--- config.mk ---
export PLATFORM = sky130hd
export DESIGN_NAME = upw_inverter
export DESIGN_NICKNAME = d
export VERILOG_FILES = /design/src/upw_pkg.sv /design/src/upw_sd_if.sv /design/src/upw_inverter.sv /design/src/upw_sinc.sv
export VERILOG_INCLUDE_DIRS = /design/src /design/src/src
export SDC_FILE = /design/constraint.sdc
export NUM_CORES = 2
export LEC_CHECK = 0
export ABC_AREA = 1
export BUFFER_PORTS_ARGS = -buffer_cell sky130_fd_sc_hd__clkbuf_2
export CORE_UTILIZATION = 30
export DETAILED_ROUTE_END_ITERATION = 7
export PLACE_DENSITY = 0.41
export SETUP_SLACK_MARGIN = 0.15
export SLEW_MARGIN = 25
export SYNTH_ARGS = -nofsm -noshare
export SYNTH_HDL_FRONTEND = slang
export SYNTH_HIERARCHICAL = 1
export SYNTH_SLANG_ARGS = --single-unit
--- constraint.sdc ---
create_clock -name SYS_CLK -period 7.23 [get_ports SYS_CLK]
set_input_delay 1.8075 -clock SYS_CLK [delete_from_list [all_inputs] [get_ports SYS_CLK]]
set_output_delay 1.8075 -clock SYS_CLK [all_outputs]
set_load 0.02 [all_outputs]
--- src/upw_params.svh ---
// Offsets, field positions and reset values of the inverter PWM block.
// Assumes a 32-bit Avalon-MM slave with byte addresses.
`ifndef UPW_PARAMS_SVH
`define UPW_PARAMS_SVH

`define UPW_OFF_CTRL 8'h00
`define UPW_OFF_PERIOD 8'h04
`define UPW_OFF_CMP 8'h08
`define UPW_OFF_DBAND 8'h0C
`define UPW_OFF_DCFG 8'h10
`define UPW_OFF_CCFG 8'h14
`define UPW_OFF_MDIV 8'h18
`define UPW_OFF_WINLO 8'h1C
`define UPW_OFF_WINHI 8'h20
`define UPW_OFF_CTHR 8'h24
`define UPW_OFF_STATUS 8'h28
`define UPW_OFF_MASK 8'h2C
`define UPW_OFF_IL 8'h30
`define UPW_OFF_CH0 8'h34
`define UPW_OFF_CH1 8'h38

`define UPW_CTRL_EN 0
`define UPW_CTRL_NEG 1
`define UPW_ST_WIN 0
`define UPW_ST_SDC 1
`define UPW_ST_SMP 2
`define UPW_ST_ZC 3

`define UPW_SD_W 26
`define UPW_ADC_W 12

`define UPW_PERIOD_RST 16'h03E8
`define UPW_CMP_RST 16'h0000
`define UPW_DBAND_RST 8'h08
`define UPW_DCFG_RST 10'h37F
`define UPW_CCFG_RST 10'h21F
`define UPW_MDIV_RST 8'h03
`define UPW_WINLO_RST 12'h000
`define UPW_WINHI_RST 12'hFFF
`define UPW_CTHR_RST 26'h3FFFFFF
`define UPW_VALID_PERIODS 2'h3

`endif

--- src/upw_pkg.sv ---
// Types shared by the inverter PWM block and its sinc filters.
// Assumes upw_params.svh on the include path.
`include "upw_params.svh"

package upw_pkg;

	typedef enum logic [1:0] {
		UPW_UP = 2'b01,
		UPW_DOWN = 2'b10
	} upw_dir_e;

	typedef logic [`UPW_SD_W-1:0] upw_sd_t;

	typedef struct packed {
		upw_sd_t i1;
		upw_sd_t i2;
		upw_sd_t i3;
		upw_sd_t d1;
		upw_sd_t d2;
		upw_sd_t d3;
		upw_sd_t data;
		logic [7:0] cnt;
		logic [1:0] nper;
		logic fresh;
	} upw_sinc_s;

	typedef struct packed {
		logic waitreq;
		logic [31:0] readdata;
		logic en;
		logic ctrl_neg;
		logic neg;
		logic [15:0] period;
		logic [15:0] cmp;
		logic [7:0] dband;
		logic [9:0] dcfg;
		logic [9:0] ccfg;
		logic [7:0] mdiv;
		logic [`UPW_ADC_W-1:0] win_lo;
		logic [`UPW_ADC_W-1:0] win_hi;
		upw_sd_t cthr;
		logic [3:0] status;
		logic [3:0] mask;
		logic irq;
		logic [`UPW_SD_W:0] il;
		upw_sd_t ch0;
		upw_sd_t ch1;
		logic armed;
		logic [15:0] cnt;
		upw_dir_e dir;
		logic sync;
		logic [7:0] mcnt;
		logic mclk;
		logic ck_s1;
		logic ck_s2;
		logic ck_s3;
		logic [1:0] d_s1;
		logic [1:0] d_s2;
		logic [1:0] gate_a;
		logic [1:0] gate_b;
		logic [7:0] db_a;
		logic [7:0] db_b;
	} upw_top_s;

endpackage

--- src/upw_sd_if.sv ---
// Link between the PWM top and one sinc filter channel.
// Assumes all signals belong to the system clock domain.
`timescale 1ns/10ps
`include "upw_params.svh"

interface upw_sd_if;
	logic strobe;
	logic sbit;
	logic rst;
	logic [7:0] oversampling_ratio;
	logic [1:0] order;
	logic [`UPW_SD_W-1:0] data;
	logic valid;
	logic fresh;

	modport filt (
		input strobe,
		input sbit,
		input rst,
		input oversampling_ratio,
		input order,
		output data,
		output valid,
		output fresh
	);

	modport ctrl (
		output strobe,
		output sbit,
		output rst,
		output oversampling_ratio,
		output order,
		input data,
		input valid,
		input fresh
	);
endinterface

--- src/upw_inverter.sv ---
// Modified-unipolar full-bridge PWM with trip, sigma-delta sensing,
// modulator clock generation and demodulator sync.
// Assumes an Avalon-MM master on SYS_CLK; SD_CLK_IN and SD_DATA are async.
`timescale 1ns/10ps
`include "upw_params.svh"

module upw_inverter
	import upw_pkg::*;
(
	input wire logic SYS_CLK,
	input wire logic RSTN,
	input wire logic [7:0] AVS_ADDRESS,
	input wire logic AVS_READ,
	input wire logic AVS_WRITE,
	input wire logic [31:0] AVS_WRITEDATA,
	input wire logic [3:0] AVS_BYTEENABLE,
	output logic [31:0] AVS_READDATA,
	output logic AVS_WAITREQUEST,
	output logic IRQ,
	input wire logic [`UPW_ADC_W-1:0] ADC_SAMPLE,
	input wire logic ADC_VALID,
	input wire logic SD_CLK_IN,
	input wire logic [1:0] SD_DATA,
	output logic MOD_CLK_OUT,
	output logic SYNC_OUT,
	output logic LEG_A_UPPER_SWITCH,
	output logic LEG_A_LOWER_SWITCH,
	output logic LEG_B_UPPER_SWITCH,
	output logic LEG_B_LOWER_SWITCH
);

	upw_top_s r;
	upw_top_s n;
	logic sd_edge;
	genvar g;

	// Channels 0,1 are data filters, 2,3 comparator filters on same streams
	upw_sd_if sdi[4] ();

	assign sd_edge = r.ck_s2 & ~r.ck_s3;

	generate
		for (g = 0; g < 4; g = g + 1) begin : gen_filt
			assign sdi[g].strobe = sd_edge;
			assign sdi[g].sbit = r.d_s2[g % 2];
			if (g < 2) begin : gen_data
				assign sdi[g].rst = r.sync;
				assign sdi[g].oversampling_ratio = r.dcfg[7:0];
				assign sdi[g].order = r.dcfg[9:8];
			end else begin : gen_comp
				assign sdi[g].rst = 1'b0;
				assign sdi[g].oversampling_ratio = r.ccfg[7:0];
				assign sdi[g].order = r.ccfg[9:8];
			end
			upw_sinc u_sinc (
				.clk(SYS_CLK),
				.rstn(RSTN),
				.sd(sdi[g])
			);
		end
	endgenerate

	function automatic logic [31:0] merge_be(
		input logic [31:0] old,
		input logic [31:0] wd,
		input logic [3:0] be
	);
		logic [31:0] res;
		res = old;
		for (int i = 0; i < 4; i++) begin
			if (be[i]) begin
				res[i*8 +: 8] = wd[i*8 +: 8];
			end
		end
		return res;
	endfunction

	always_comb begin
		logic [3:0] set;
		logic [3:0] clr;
		logic do_wr;
		logic pwm_hi;
		logic tripped;
		logic [1:0] want_a;
		logic [1:0] want_b;
		logic [31:0] rd;
		logic [31:0] wv;
		set = 4'h0;
		clr = 4'h0;
		do_wr = 1'b0;
		pwm_hi = 1'b0;
		tripped = 1'b0;
		want_a = 2'h0;
		want_b = 2'h0;
		rd = 32'h0;
		wv = 32'h0;
		n = r;
		n.sync = 1'b0;

		// Two-stage synchronisers for the returning clock and bitstreams
		n.ck_s1 = SD_CLK_IN;
		n.ck_s2 = r.ck_s1;
		n.ck_s3 = r.ck_s2;
		n.d_s1 = SD_DATA;
		n.d_s2 = r.d_s1;

		// Capture unit in clock mode: half period of mdiv+1 cycles
		if (r.mcnt >= r.mdiv) begin
			n.mcnt = 8'h00;
			n.mclk = ~r.mclk;
		end else begin
			n.mcnt = r.mcnt + 8'h01;
		end

		// Up-down carrier; half-cycle change only at the carrier valley
		case (r.dir)
			UPW_UP: begin
				if (r.cnt >= r.period) begin
					n.dir = UPW_DOWN;
					n.cnt = (r.cnt == 16'h0) ? 16'h0 : r.cnt - 16'h1;
				end else begin
					n.cnt = r.cnt + 16'h1;
				end
			end
			UPW_DOWN: begin
				if (r.cnt == 16'h0) begin
					n.dir = UPW_UP;
					n.cnt = (r.period == 16'h0) ? 16'h0 : 16'h1;
					n.sync = 1'b1;
					if (r.neg != r.ctrl_neg) begin
						n.neg = r.ctrl_neg;
						set[`UPW_ST_ZC] = 1'b1;
					end
				end else begin
					n.cnt = r.cnt - 16'h1;
				end
			end
			default: begin
				n.dir = UPW_UP;
				n.cnt = 16'h0;
			end
		endcase

		// Gate pattern, bit 1 upper, bit 0 lower
		pwm_hi = (r.cnt < r.cmp);
		if (!r.neg) begin
			want_a = pwm_hi ? 2'h2 : 2'h1;
			want_b = 2'h1;
		end else begin
			want_a = pwm_hi ? 2'h1 : 2'h2;
			want_b = 2'h2;
		end

		// Window comparator and sigma-delta comparator trips
		if (ADC_VALID &&
			(ADC_SAMPLE < r.win_lo || ADC_SAMPLE > r.win_hi)) begin
			set[`UPW_ST_WIN] = 1'b1;
		end
		if ((sdi[2].fresh && sdi[2].data > r.cthr) ||
			(sdi[3].fresh && sdi[3].data > r.cthr)) begin
			set[`UPW_ST_SDC] = 1'b1;
		end
		tripped = r.status[`UPW_ST_WIN] | r.status[`UPW_ST_SDC];

		// Dead band: a leg passes through both-off for dband+1 cycles
		if (!r.en || tripped || set[`UPW_ST_WIN] || set[`UPW_ST_SDC]) begin
			n.gate_a = 2'h0;
			n.gate_b = 2'h0;
			n.db_a = r.dband;
			n.db_b = r.dband;
		end else begin
			if (r.gate_a != want_a) begin
				if (r.gate_a != 2'h0) begin
					n.gate_a = 2'h0;
					n.db_a = r.dband;
				end else if (r.db_a == 8'h00) begin
					n.gate_a = want_a;
				end else begin
					n.db_a = r.db_a - 8'h01;
				end
			end
			if (r.gate_b != want_b) begin
				if (r.gate_b != 2'h0) begin
					n.gate_b = 2'h0;
					n.db_b = r.dband;
				end else if (r.db_b == 8'h00) begin
					n.gate_b = want_b;
				end else begin
					n.db_b = r.db_b - 8'h01;
				end
			end
		end

		// Read trigger: wait for both data filters to be valid after sync
		if (r.sync) begin
			n.armed = 1'b1;
		end else if (r.armed && sdi[0].valid && sdi[1].valid) begin
			n.armed = 1'b0;
			n.ch0 = sdi[0].data;
			n.ch1 = sdi[1].data;
			n.il = {1'b0, sdi[0].data} + {1'b0, sdi[1].data};
			set[`UPW_ST_SMP] = 1'b1;
		end

		// Register read mux
		case (AVS_ADDRESS)
			`UPW_OFF_CTRL: rd = {30'h0, r.ctrl_neg, r.en};
			`UPW_OFF_PERIOD: rd = {16'h0, r.period};
			`UPW_OFF_CMP: rd = {16'h0, r.cmp};
			`UPW_OFF_DBAND: rd = {24'h0, r.dband};
			`UPW_OFF_DCFG: rd = {22'h0, r.dcfg};
			`UPW_OFF_CCFG: rd = {22'h0, r.ccfg};
			`UPW_OFF_MDIV: rd = {24'h0, r.mdiv};
			`UPW_OFF_WINLO: rd = {20'h0, r.win_lo};
			`UPW_OFF_WINHI: rd = {20'h0, r.win_hi};
			`UPW_OFF_CTHR: rd = {6'h0, r.cthr};
			`UPW_OFF_STATUS: rd = {28'h0, r.status};
			`UPW_OFF_MASK: rd = {28'h0, r.mask};
			`UPW_OFF_IL: rd = {5'h0, r.il};
			`UPW_OFF_CH0: rd = {6'h0, r.ch0};
			`UPW_OFF_CH1: rd = {6'h0, r.ch1};
			default: rd = 32'h0;
		endcase

		// One wait cycle per access keeps read data a flop output
		if (r.waitreq && (AVS_READ || AVS_WRITE)) begin
			n.waitreq = 1'b0;
			if (AVS_READ) begin
				n.readdata = rd;
			end
		end else begin
			n.waitreq = 1'b1;
		end
		do_wr = AVS_WRITE && !r.waitreq;

		if (do_wr) begin
			wv = merge_be(rd, AVS_WRITEDATA, AVS_BYTEENABLE);
			case (AVS_ADDRESS)
				`UPW_OFF_CTRL: begin
					n.en = wv[`UPW_CTRL_EN];
					n.ctrl_neg = wv[`UPW_CTRL_NEG];
				end
				`UPW_OFF_PERIOD: n.period = wv[15:0];
				`UPW_OFF_CMP: n.cmp = wv[15:0];
				`UPW_OFF_DBAND: n.dband = wv[7:0];
				`UPW_OFF_DCFG: n.dcfg = wv[9:0];
				`UPW_OFF_CCFG: n.ccfg = wv[9:0];
				`UPW_OFF_MDIV: n.mdiv = wv[7:0];
				`UPW_OFF_WINLO: n.win_lo = wv[`UPW_ADC_W-1:0];
				`UPW_OFF_WINHI: n.win_hi = wv[`UPW_ADC_W-1:0];
				`UPW_OFF_CTHR: n.cthr = wv[`UPW_SD_W-1:0];
				`UPW_OFF_STATUS: clr = AVS_WRITEDATA[3:0] &
					{4{AVS_BYTEENABLE[0]}};
				`UPW_OFF_MASK: n.mask = wv[3:0];
				default: n.mask = r.mask;
			endcase
		end

		// A new event wins over a write-one clear in the same cycle
		n.status = (r.status & ~clr) | set;
		n.irq = |(n.status & n.mask);
	end

	always_ff @(posedge SYS_CLK or negedge RSTN) begin
		if (!RSTN) begin
			r <= '0;
			r.waitreq <= 1'b1;
			r.period <= `UPW_PERIOD_RST;
			r.cmp <= `UPW_CMP_RST;
			r.dband <= `UPW_DBAND_RST;
			r.dcfg <= `UPW_DCFG_RST;
			r.ccfg <= `UPW_CCFG_RST;
			r.mdiv <= `UPW_MDIV_RST;
			r.win_lo <= `UPW_WINLO_RST;
			r.win_hi <= `UPW_WINHI_RST;
			r.cthr <= `UPW_CTHR_RST;
			r.dir <= UPW_UP;
		end else begin
			r <= n;
		end
	end

	assign AVS_READDATA = r.readdata;
	assign AVS_WAITREQUEST = r.waitreq;
	assign IRQ = r.irq;
	assign MOD_CLK_OUT = r.mclk;
	assign SYNC_OUT = r.sync;
	assign LEG_A_UPPER_SWITCH = r.gate_a[1];
	assign LEG_A_LOWER_SWITCH = r.gate_a[0];
	assign LEG_B_UPPER_SWITCH = r.gate_b[1];
	assign LEG_B_LOWER_SWITCH = r.gate_b[0];

endmodule // upw_inverter

--- src/upw_sinc.sv ---
// One sinc1/2/3 decimation filter for a sigma-delta bitstream.
// Assumes strobe marks one modulator bit, already synchronised.
`timescale 1ns/10ps
`include "upw_params.svh"

module upw_sinc
	import upw_pkg::*;
(
	input wire logic clk,
	input wire logic rstn,
	upw_sd_if.filt sd
);

	upw_sinc_s r;
	upw_sinc_s n;

	always_comb begin
		upw_sd_t c1;
		upw_sd_t c2;
		upw_sd_t c3;
		upw_sd_t x;
		x = '0;
		c1 = '0;
		c2 = '0;
		c3 = '0;
		n = r;
		n.fresh = 1'b0;
		if (sd.rst) begin
			n = '0;
		end else if (sd.strobe) begin
			// Wrapping integrators are exact as long as the width covers (OVERSAMPLING_RATIO+1)^3
			n.i1 = r.i1 + {{(`UPW_SD_W-1){1'b0}}, sd.sbit};
			n.i2 = r.i2 + r.i1;
			n.i3 = r.i3 + r.i2;
			if (r.cnt >= sd.oversampling_ratio) begin
				n.cnt = 8'h00;
				// Comb chain of depth N runs on the Nth integrator, taken
				// after this bit so the first window holds all oversampling_ratio+1 bits
				case (sd.order)
					2'h1: x = n.i1;
					2'h2: x = n.i2;
					default: x = n.i3;
				endcase
				c1 = x - r.d1;
				n.d1 = x;
				c2 = c1 - r.d2;
				n.d2 = c1;
				c3 = c2 - r.d3;
				n.d3 = c2;
				case (sd.order)
					2'h1: n.data = c1;
					2'h2: n.data = c2;
					default: n.data = c3;
				endcase
				n.fresh = 1'b1;
				if (r.nper != `UPW_VALID_PERIODS) begin
					n.nper = r.nper + 2'h1;
				end
			end else begin
				n.cnt = r.cnt + 8'h01;
			end
		end
	end

	always_ff @(posedge clk or negedge rstn) begin
		if (!rstn) begin
			r <= '0;
		end else begin
			r <= n;
		end
	end

	assign sd.data = r.data;
	assign sd.valid = (r.nper == `UPW_VALID_PERIODS);
	assign sd.fresh = r.fresh;

endmodule // upw_sinc

Yosys cells after proc, flatten, opt, wreduce, memory -nomap -nowiden
Index checks and enable logic that the tools add are counted.
{"block": "classes", "n_addsub": 36, "n_mul": 0, "div_mod_pow": 0, "n_lt_le_gt_ge": 11, "n_eq_ne": 31, "shift": 0, "n_mux": 81, "bitwise": 10, "n_reduce_logical": 57}
{"op": "193-bit two-way mux", "n": 4}
{"op": "26-bit case mux with 2 select lines", "n": 8}
{"op": "27-bit case mux with 15 select lines", "n": 1}
{"op": "26-bit subtractor", "n": 12}
{"op": "26-bit two-way mux", "n": 10}
{"op": "26-bit adder", "n": 8}
{"op": "104-bit two-way mux", "n": 2}
{"op": "8-bit two-way mux", "n": 14}
{"op": "26-bit by 1-bit adder with 26-bit output", "n": 4}
{"op": "8-bit by 6-bit equality test with 1-bit output, second input constant", "n": 7}
{"op": "26-bit greater-than comparator", "n": 2}
{"op": "16-bit two-way mux", "n": 3}
{"op": "2-bit AND reduction", "n": 21}
{"op": "8-bit by 1-bit adder with 8-bit output, second input constant", "n": 5}
{"op": "8-bit greater-or-equal comparator", "n": 5}
{"op": "18-bit case mux with 2 select lines", "n": 1}
{"op": "8-bit by 5-bit equality test with 1-bit output, second input constant", "n": 4}
{"op": "16-bit zero test", "n": 2}
{"op": "2-bit two-way mux", "n": 14}
{"op": "26-bit by 26-bit adder with 27-bit output", "n": 1}
{"op": "8-bit zero test", "n": 3}
{"op": "20-bit two-way mux", "n": 1}
{"op": "2-bit nonzero test", "n": 10}
{"op": "16-bit by 1-bit adder with 16-bit output, second input constant", "n": 1}
{"op": "other kinds (30)", "n": 83}
{"block": "word_totals", "register_bits": 1059, "latch_bits": 0, "mem_bits_rw": 0, "rom_bits": 0, "in_bits": 64, "out_inout_bits": 40, "wordCells": 297, "n_memories": 0}

Logic depth before layout (Yosys ltp)
{"block": "depth", "ltp_word": 12, "depth_mapped": 50, "mapped_depth_nobuf": 50}

Hierarchy
Netlist, hierarchy kept.
{"module": "upw_inverter", "n_inst": 1, "cells_each": 2505, "area_each_um2": 19155.9, "seq_area_each_um2": 7412.1}
{"module": "upw_sinc (gen_filt[2].u_sinc)", "n_inst": 1, "cells_each": 2149, "area_each_um2": 15817.7, "seq_area_each_um2": 4829.6}
{"module": "upw_sinc (gen_filt[3].u_sinc)", "n_inst": 1, "cells_each": 2121, "area_each_um2": 15762.6, "seq_area_each_um2": 4829.6}
{"module": "upw_sinc (gen_filt[1].u_sinc)", "n_inst": 1, "cells_each": 2044, "area_each_um2": 15553.7, "seq_area_each_um2": 4829.6}
{"module": "upw_sinc (gen_filt[0].u_sinc)", "n_inst": 1, "cells_each": 2046, "area_each_um2": 15389.8, "seq_area_each_um2": 4829.6}

Worst setup path before layout
OpenSTA, ideal clock, no wires.
{"block": "synth_path", "kind": "flip-flop to flip-flop", "start": "register gen_filt[2].u_sinc/r[141] (netlist name)", "end": "register gen_filt[2].u_sinc.r (netlist bit gen_filt[2].u_sinc/sd.data[25])", "setup_ns": 0.116, "arrival_ns": 6.101, "required_time_ns": 7.114, "setup_slack_ns": 1.013, "path_stages_with_launch": 42, "n_path_buf": 0, "synth_period_minus_slack_ns": 6.217, "cell_sequence": "dfrtp_1 ha_1 fa_1 nand3_1 nand2_1 nand2_1 nand2_1 a21oi_1 o21ai_0 xor2_1 nand2_1 a21oi_1 ha_1 a21oi_1 nand2_1 a21oi_2 inv_2 a21oi_1 (+6 left out) nor4_1 nand4_1 nand3_1 a21oi_1 xor2_1 inv_1 ha_1 nand2_1 nor3_1 nor3b_1 nand4_1 nand2_1 xor2_1 inv_1 nand2_1 nand3_1 nand2_1 nand2_1"}
{"block": "synth_between", "elab_chain_len": 8, "word_cells_on_any_way": 9, "classes_between": "add/sub (5); mux (4)"}
{"item": "from (decl)", "line_no": "upw_sinc.sv:14", "source": "upw_sinc_s r;"}
{"item": "from (signal assigned)", "line_no": "upw_sinc.sv:69", "source": "r <= n;"}
{"item": "26-bit adder, on equally long branches", "line_no": "upw_sinc.sv:34, upw_sinc.sv:33"}
{"item": "26-bit case mux with 2 select lines *", "line_no": "upw_sinc.sv:39", "source": "case (sd.order)"}
{"item": "26-bit two-way mux *", "line_no": "upw_sinc.sv:35", "source": "if (r.cnt >= sd.oversampling_ratio) begin"}
{"item": "26-bit two-way mux *", "line_no": "upw_sinc.sv:30", "source": "end else if (sd.strobe) begin"}
{"item": "26-bit subtractor *", "line_no": "upw_sinc.sv:44", "source": "c1 = x - r.d1;"}
{"item": "26-bit subtractor", "line_no": "upw_sinc.sv:46", "source": "c2 = c1 - r.d2;"}
{"item": "26-bit subtractor", "line_no": "upw_sinc.sv:48", "source": "c3 = c2 - r.d3;"}
{"item": "26-bit case mux with 2 select lines *", "line_no": "upw_sinc.sv:50", "source": "case (sd.order)"}
Mark *: on every way between the ends. The rest lies on a longest branch, timed or not. The select of a mux whose other input is x is not followed.
A chain may end at the register's enable or synchronous reset.

Final worst setup path
{"block": "layout_path", "start": "register gen_filt[1].u_sinc/r[141] (netlist name)", "end": "register gen_filt[1].u_sinc.r (netlist bit gen_filt[1].u_sinc/sd.data[25])"}
{"block": "layout_between", "elab_chain_len": 12, "word_cells_on_any_way": 13, "classes_between": "add/sub (5); mux (8)"}
{"item": "from (decl)", "line_no": "upw_sinc.sv:14"}
{"item": "from (signal assigned)", "line_no": "upw_sinc.sv:69"}
{"item": "26-bit adder, on equally long branches", "line_no": "upw_sinc.sv:34, upw_sinc.sv:33"}
{"item": "26-bit case mux with 2 select lines *", "line_no": "upw_sinc.sv:39"}
{"item": "26-bit two-way mux *", "line_no": "upw_sinc.sv:35"}
{"item": "26-bit two-way mux *", "line_no": "upw_sinc.sv:30"}
{"item": "26-bit two-way mux *", "line_no": "upw_sinc.sv:28", "source": "if (sd.rst) begin"}
{"item": "26-bit subtractor *", "line_no": "upw_sinc.sv:44"}
{"item": "26-bit subtractor", "line_no": "upw_sinc.sv:46"}
{"item": "26-bit subtractor", "line_no": "upw_sinc.sv:48"}
{"item": "26-bit case mux with 2 select lines *", "line_no": "upw_sinc.sv:50"}
{"item": "104-bit two-way mux *", "line_no": "upw_sinc.sv:35"}
{"item": "193-bit two-way mux *", "line_no": "upw_sinc.sv:30"}
{"item": "193-bit two-way mux *", "line_no": "upw_sinc.sv:28"}
Marks and branches as above.

==> out/qor.tcl <==
set qor(clk-insertion-delay-late_ps) 830
set qor(cts_tree) {yes}
set qor(grt_pass1_wl_um) 434000
set qor(signal_arrival_time_at_the_worst_endpoint_ps) 7480
set qor(report.final.slew_viol_count) 0
set qor(layout.cells.most_common) {sky130_fd_sc_hd__nand2_1}
set qor(run_status) {finished, final reports clean}
set qor(syn-mean-instance-area_um2) 7.51
set qor(layout.nets) 12200
set qor(rsz0062_at_grt) {yes}
set qor(antenna_found_initial) 6
set qor(critical_path_peak_fanout) 5
set qor(place_hpwl_um) 210000
set qor(fp-row-count) 190
set qor(period_minus_slack_ps) 6720
set qor(tightest_slew_ps) 1190
set qor(core_mm2) 0.269
set qor(combined_buffer_and_inverter_count_along_the_critical_path) 4
set qor(syn2layout_area_growth_pct) 20.0
set qor(mostFrequentLayoutCells) {2313 x sky130_fd_sc_hd__nand2_1, 1481 x sky130_fd_sc_hd__inv_1, 993 x sky130_fd_sc_hd__dfrtp_1}
set qor(crit_path_start_kind) {register}
set qor(grt.overflow.total) 0
set qor(cts.htree.levels) 4
set qor(critPathRequiredTime_ps) 7980
set qor(hold_path_class) {reg2reg}
set qor(num_vias) 74200
set qor(wl_met1_um) 138000
set qor(die_y_um) 523
set qor(start_util) 0.303
set qor(cellPowerDensity_mw_per_mm2) 512
set qor(cpPeakStageDelay_ps) 400
set qor(final_routed_wirelength_um) 280000
set qor(postCtsHoldBufs) 0
set qor(avgViaCountPerCell) 4.93
set qor(largest_net_degree_at_the_start_of_global_routing) 157
set qor(cts_root_buf) {sky130_fd_sc_hd__clkbuf_16}
set qor(via_count_of_the_first_global_routing_pass) 73400
set qor(end_kind) {register}
set qor(grt_use_total) 0.201
set qor(max_freq_mhz) 149
set qor(timing.final.hold_violations) 0
set qor(firstDrtPassIters) 5
set qor(met2_wirelength_um) 125000
set qor(die_outline_area_mm2) 0.274
set qor(drt_iter0_markers) 4428
set qor(globalplace.congestion) 0.885
set qor(ant_nets) 0
set qor(timing.max_cap.violations) 0
set qor(io-pin-count) 104
set qor(port-buffer-count) 92
set qor(worstSetupPathType) {reg2reg}
set qor(netlist_area_mm2) 0.0814
set qor(post_drt_wl_per_cell_um) 18.6
set qor(fp.dieW_um) 523
set qor(setup_viol) 0
set qor(ir_worst_vdd_mv) 0.669
set qor(postLayoutCoreUtil) 0.363
set qor(yosysWarningCount) 6
set qor(highest_layer) {met5}
set qor(leakage_power_nw) 47.9
set qor(cts_inserted_buffers) 156
set qor(clk_pin_slew_worst_paths_ps) 60
set qor(drive_above_1_share) 0.173
set qor(path_delay_family) {compound AO/OA/AOI/OAI gates}
set qor(worst_slack_on_hold_paths_ps) 347
set qor(cts_max_path_buffers) 4
set qor(maxSlewHeadroom) 0.204
set qor(clock-sinks) 1059
set qor(met3_wirelength_um) 9920
set qor(master_of_the_slowest_instance_on_the_critical_path) {sky130_fd_sc_hd__dfrtp_1}
set qor(timing.final.crit_share) 0.930
set qor(synthesis.instances) 10800
set qor(post-route-drc-count) 0
set qor(finClkSkew_ps) 79.8
set qor(finalSetupTns_ps) 0
set qor(crit_top_cell) {sky130_fd_sc_hd__nand2_1}
flip-flops by register name, summed over array words and instances (netlist names), 2 cells and up:
register and cells:
gen_filt.u_sinc/sd.data 104, AVS_READDATA 27, n 4, gen_filt.u_sinc/r 660, gen_filt.u_sinc/sd.fresh 2, r 254
layout make-up:
class / instances / area, µm²
clock buffers: 208 / 4490
flip-flops and latches: 1059 / 26600
fillers: 28100 / 171000
clock inverters: 61 / 795
diodes: 3 / 7.51
multi-input cells: 7794 / 49500
inverters: 1561 / 5870
repair buffers: 807 / 6040
well taps: 3552 / 4440
metrics by stage:
step                instances  setup slack [ps]  power [mW]  instance area (µm²)
floorplan               10900              1010        28.2                81500
global placement        14700              -139        38.8                89200
detailed placement      14700              -143        38.9                89300
CTS                     15000              85.6        47.4                94800
global route            15000              48.2        54.8                97700
finish                  15000               507        50.0                97700
per-layer routing:
layer / track usage / up-vias
met5: 0 / -
met4: 0.0516 / 2
met3: 0.0196 / 293
met2: 0.322 / 1180
met1: 0.289 / 35500
li1: - / 37200
power by group:
part           internal, mW  switching, mW
sequential             6.19          0.205
clock                  5.00           3.02
combinational          15.0           20.5
total                  26.2           23.8
worst paths after layout:
path	from	to	slack (ps)	cells after the start
setup / recovery	gen_filt[1].u_sinc/r[141]$_DFFE_PN0P_	gen_filt[1].u_sinc/sd.data[25]$_DFFE_PN0P_	510	39
hold / removal	n[21]$_DFF_PN0_	r[21]$_DFF_PN0_	350	0
setup reg to reg	gen_filt[1].u_sinc/r[141]$_DFFE_PN0P_	gen_filt[1].u_sinc/sd.data[25]$_DFFE_PN0P_	510	39
min in group asynchronous	RSTN	r[182]$_DFFE_PN0P_	1020	1
max in group asynchronous	RSTN	gen_filt[3].u_sinc/r[132]$_DFFE_PN0P_	4710	2
hold reg to reg	n[21]$_DFF_PN0_	r[21]$_DFF_PN0_	350	0
timing repair:
| item | 4_1_cts | 5_1_grt |
|---|---|---|
| setup buffers | 2 | 70 |
| resized for setup | 45 | 503 |
| endpoints found under the setup margin | 17 | 48 |
| pin swaps | 13 | 198 |
| hold endpoints to repair | 0 | 0 |
Power figures use the tool's default switching activity.
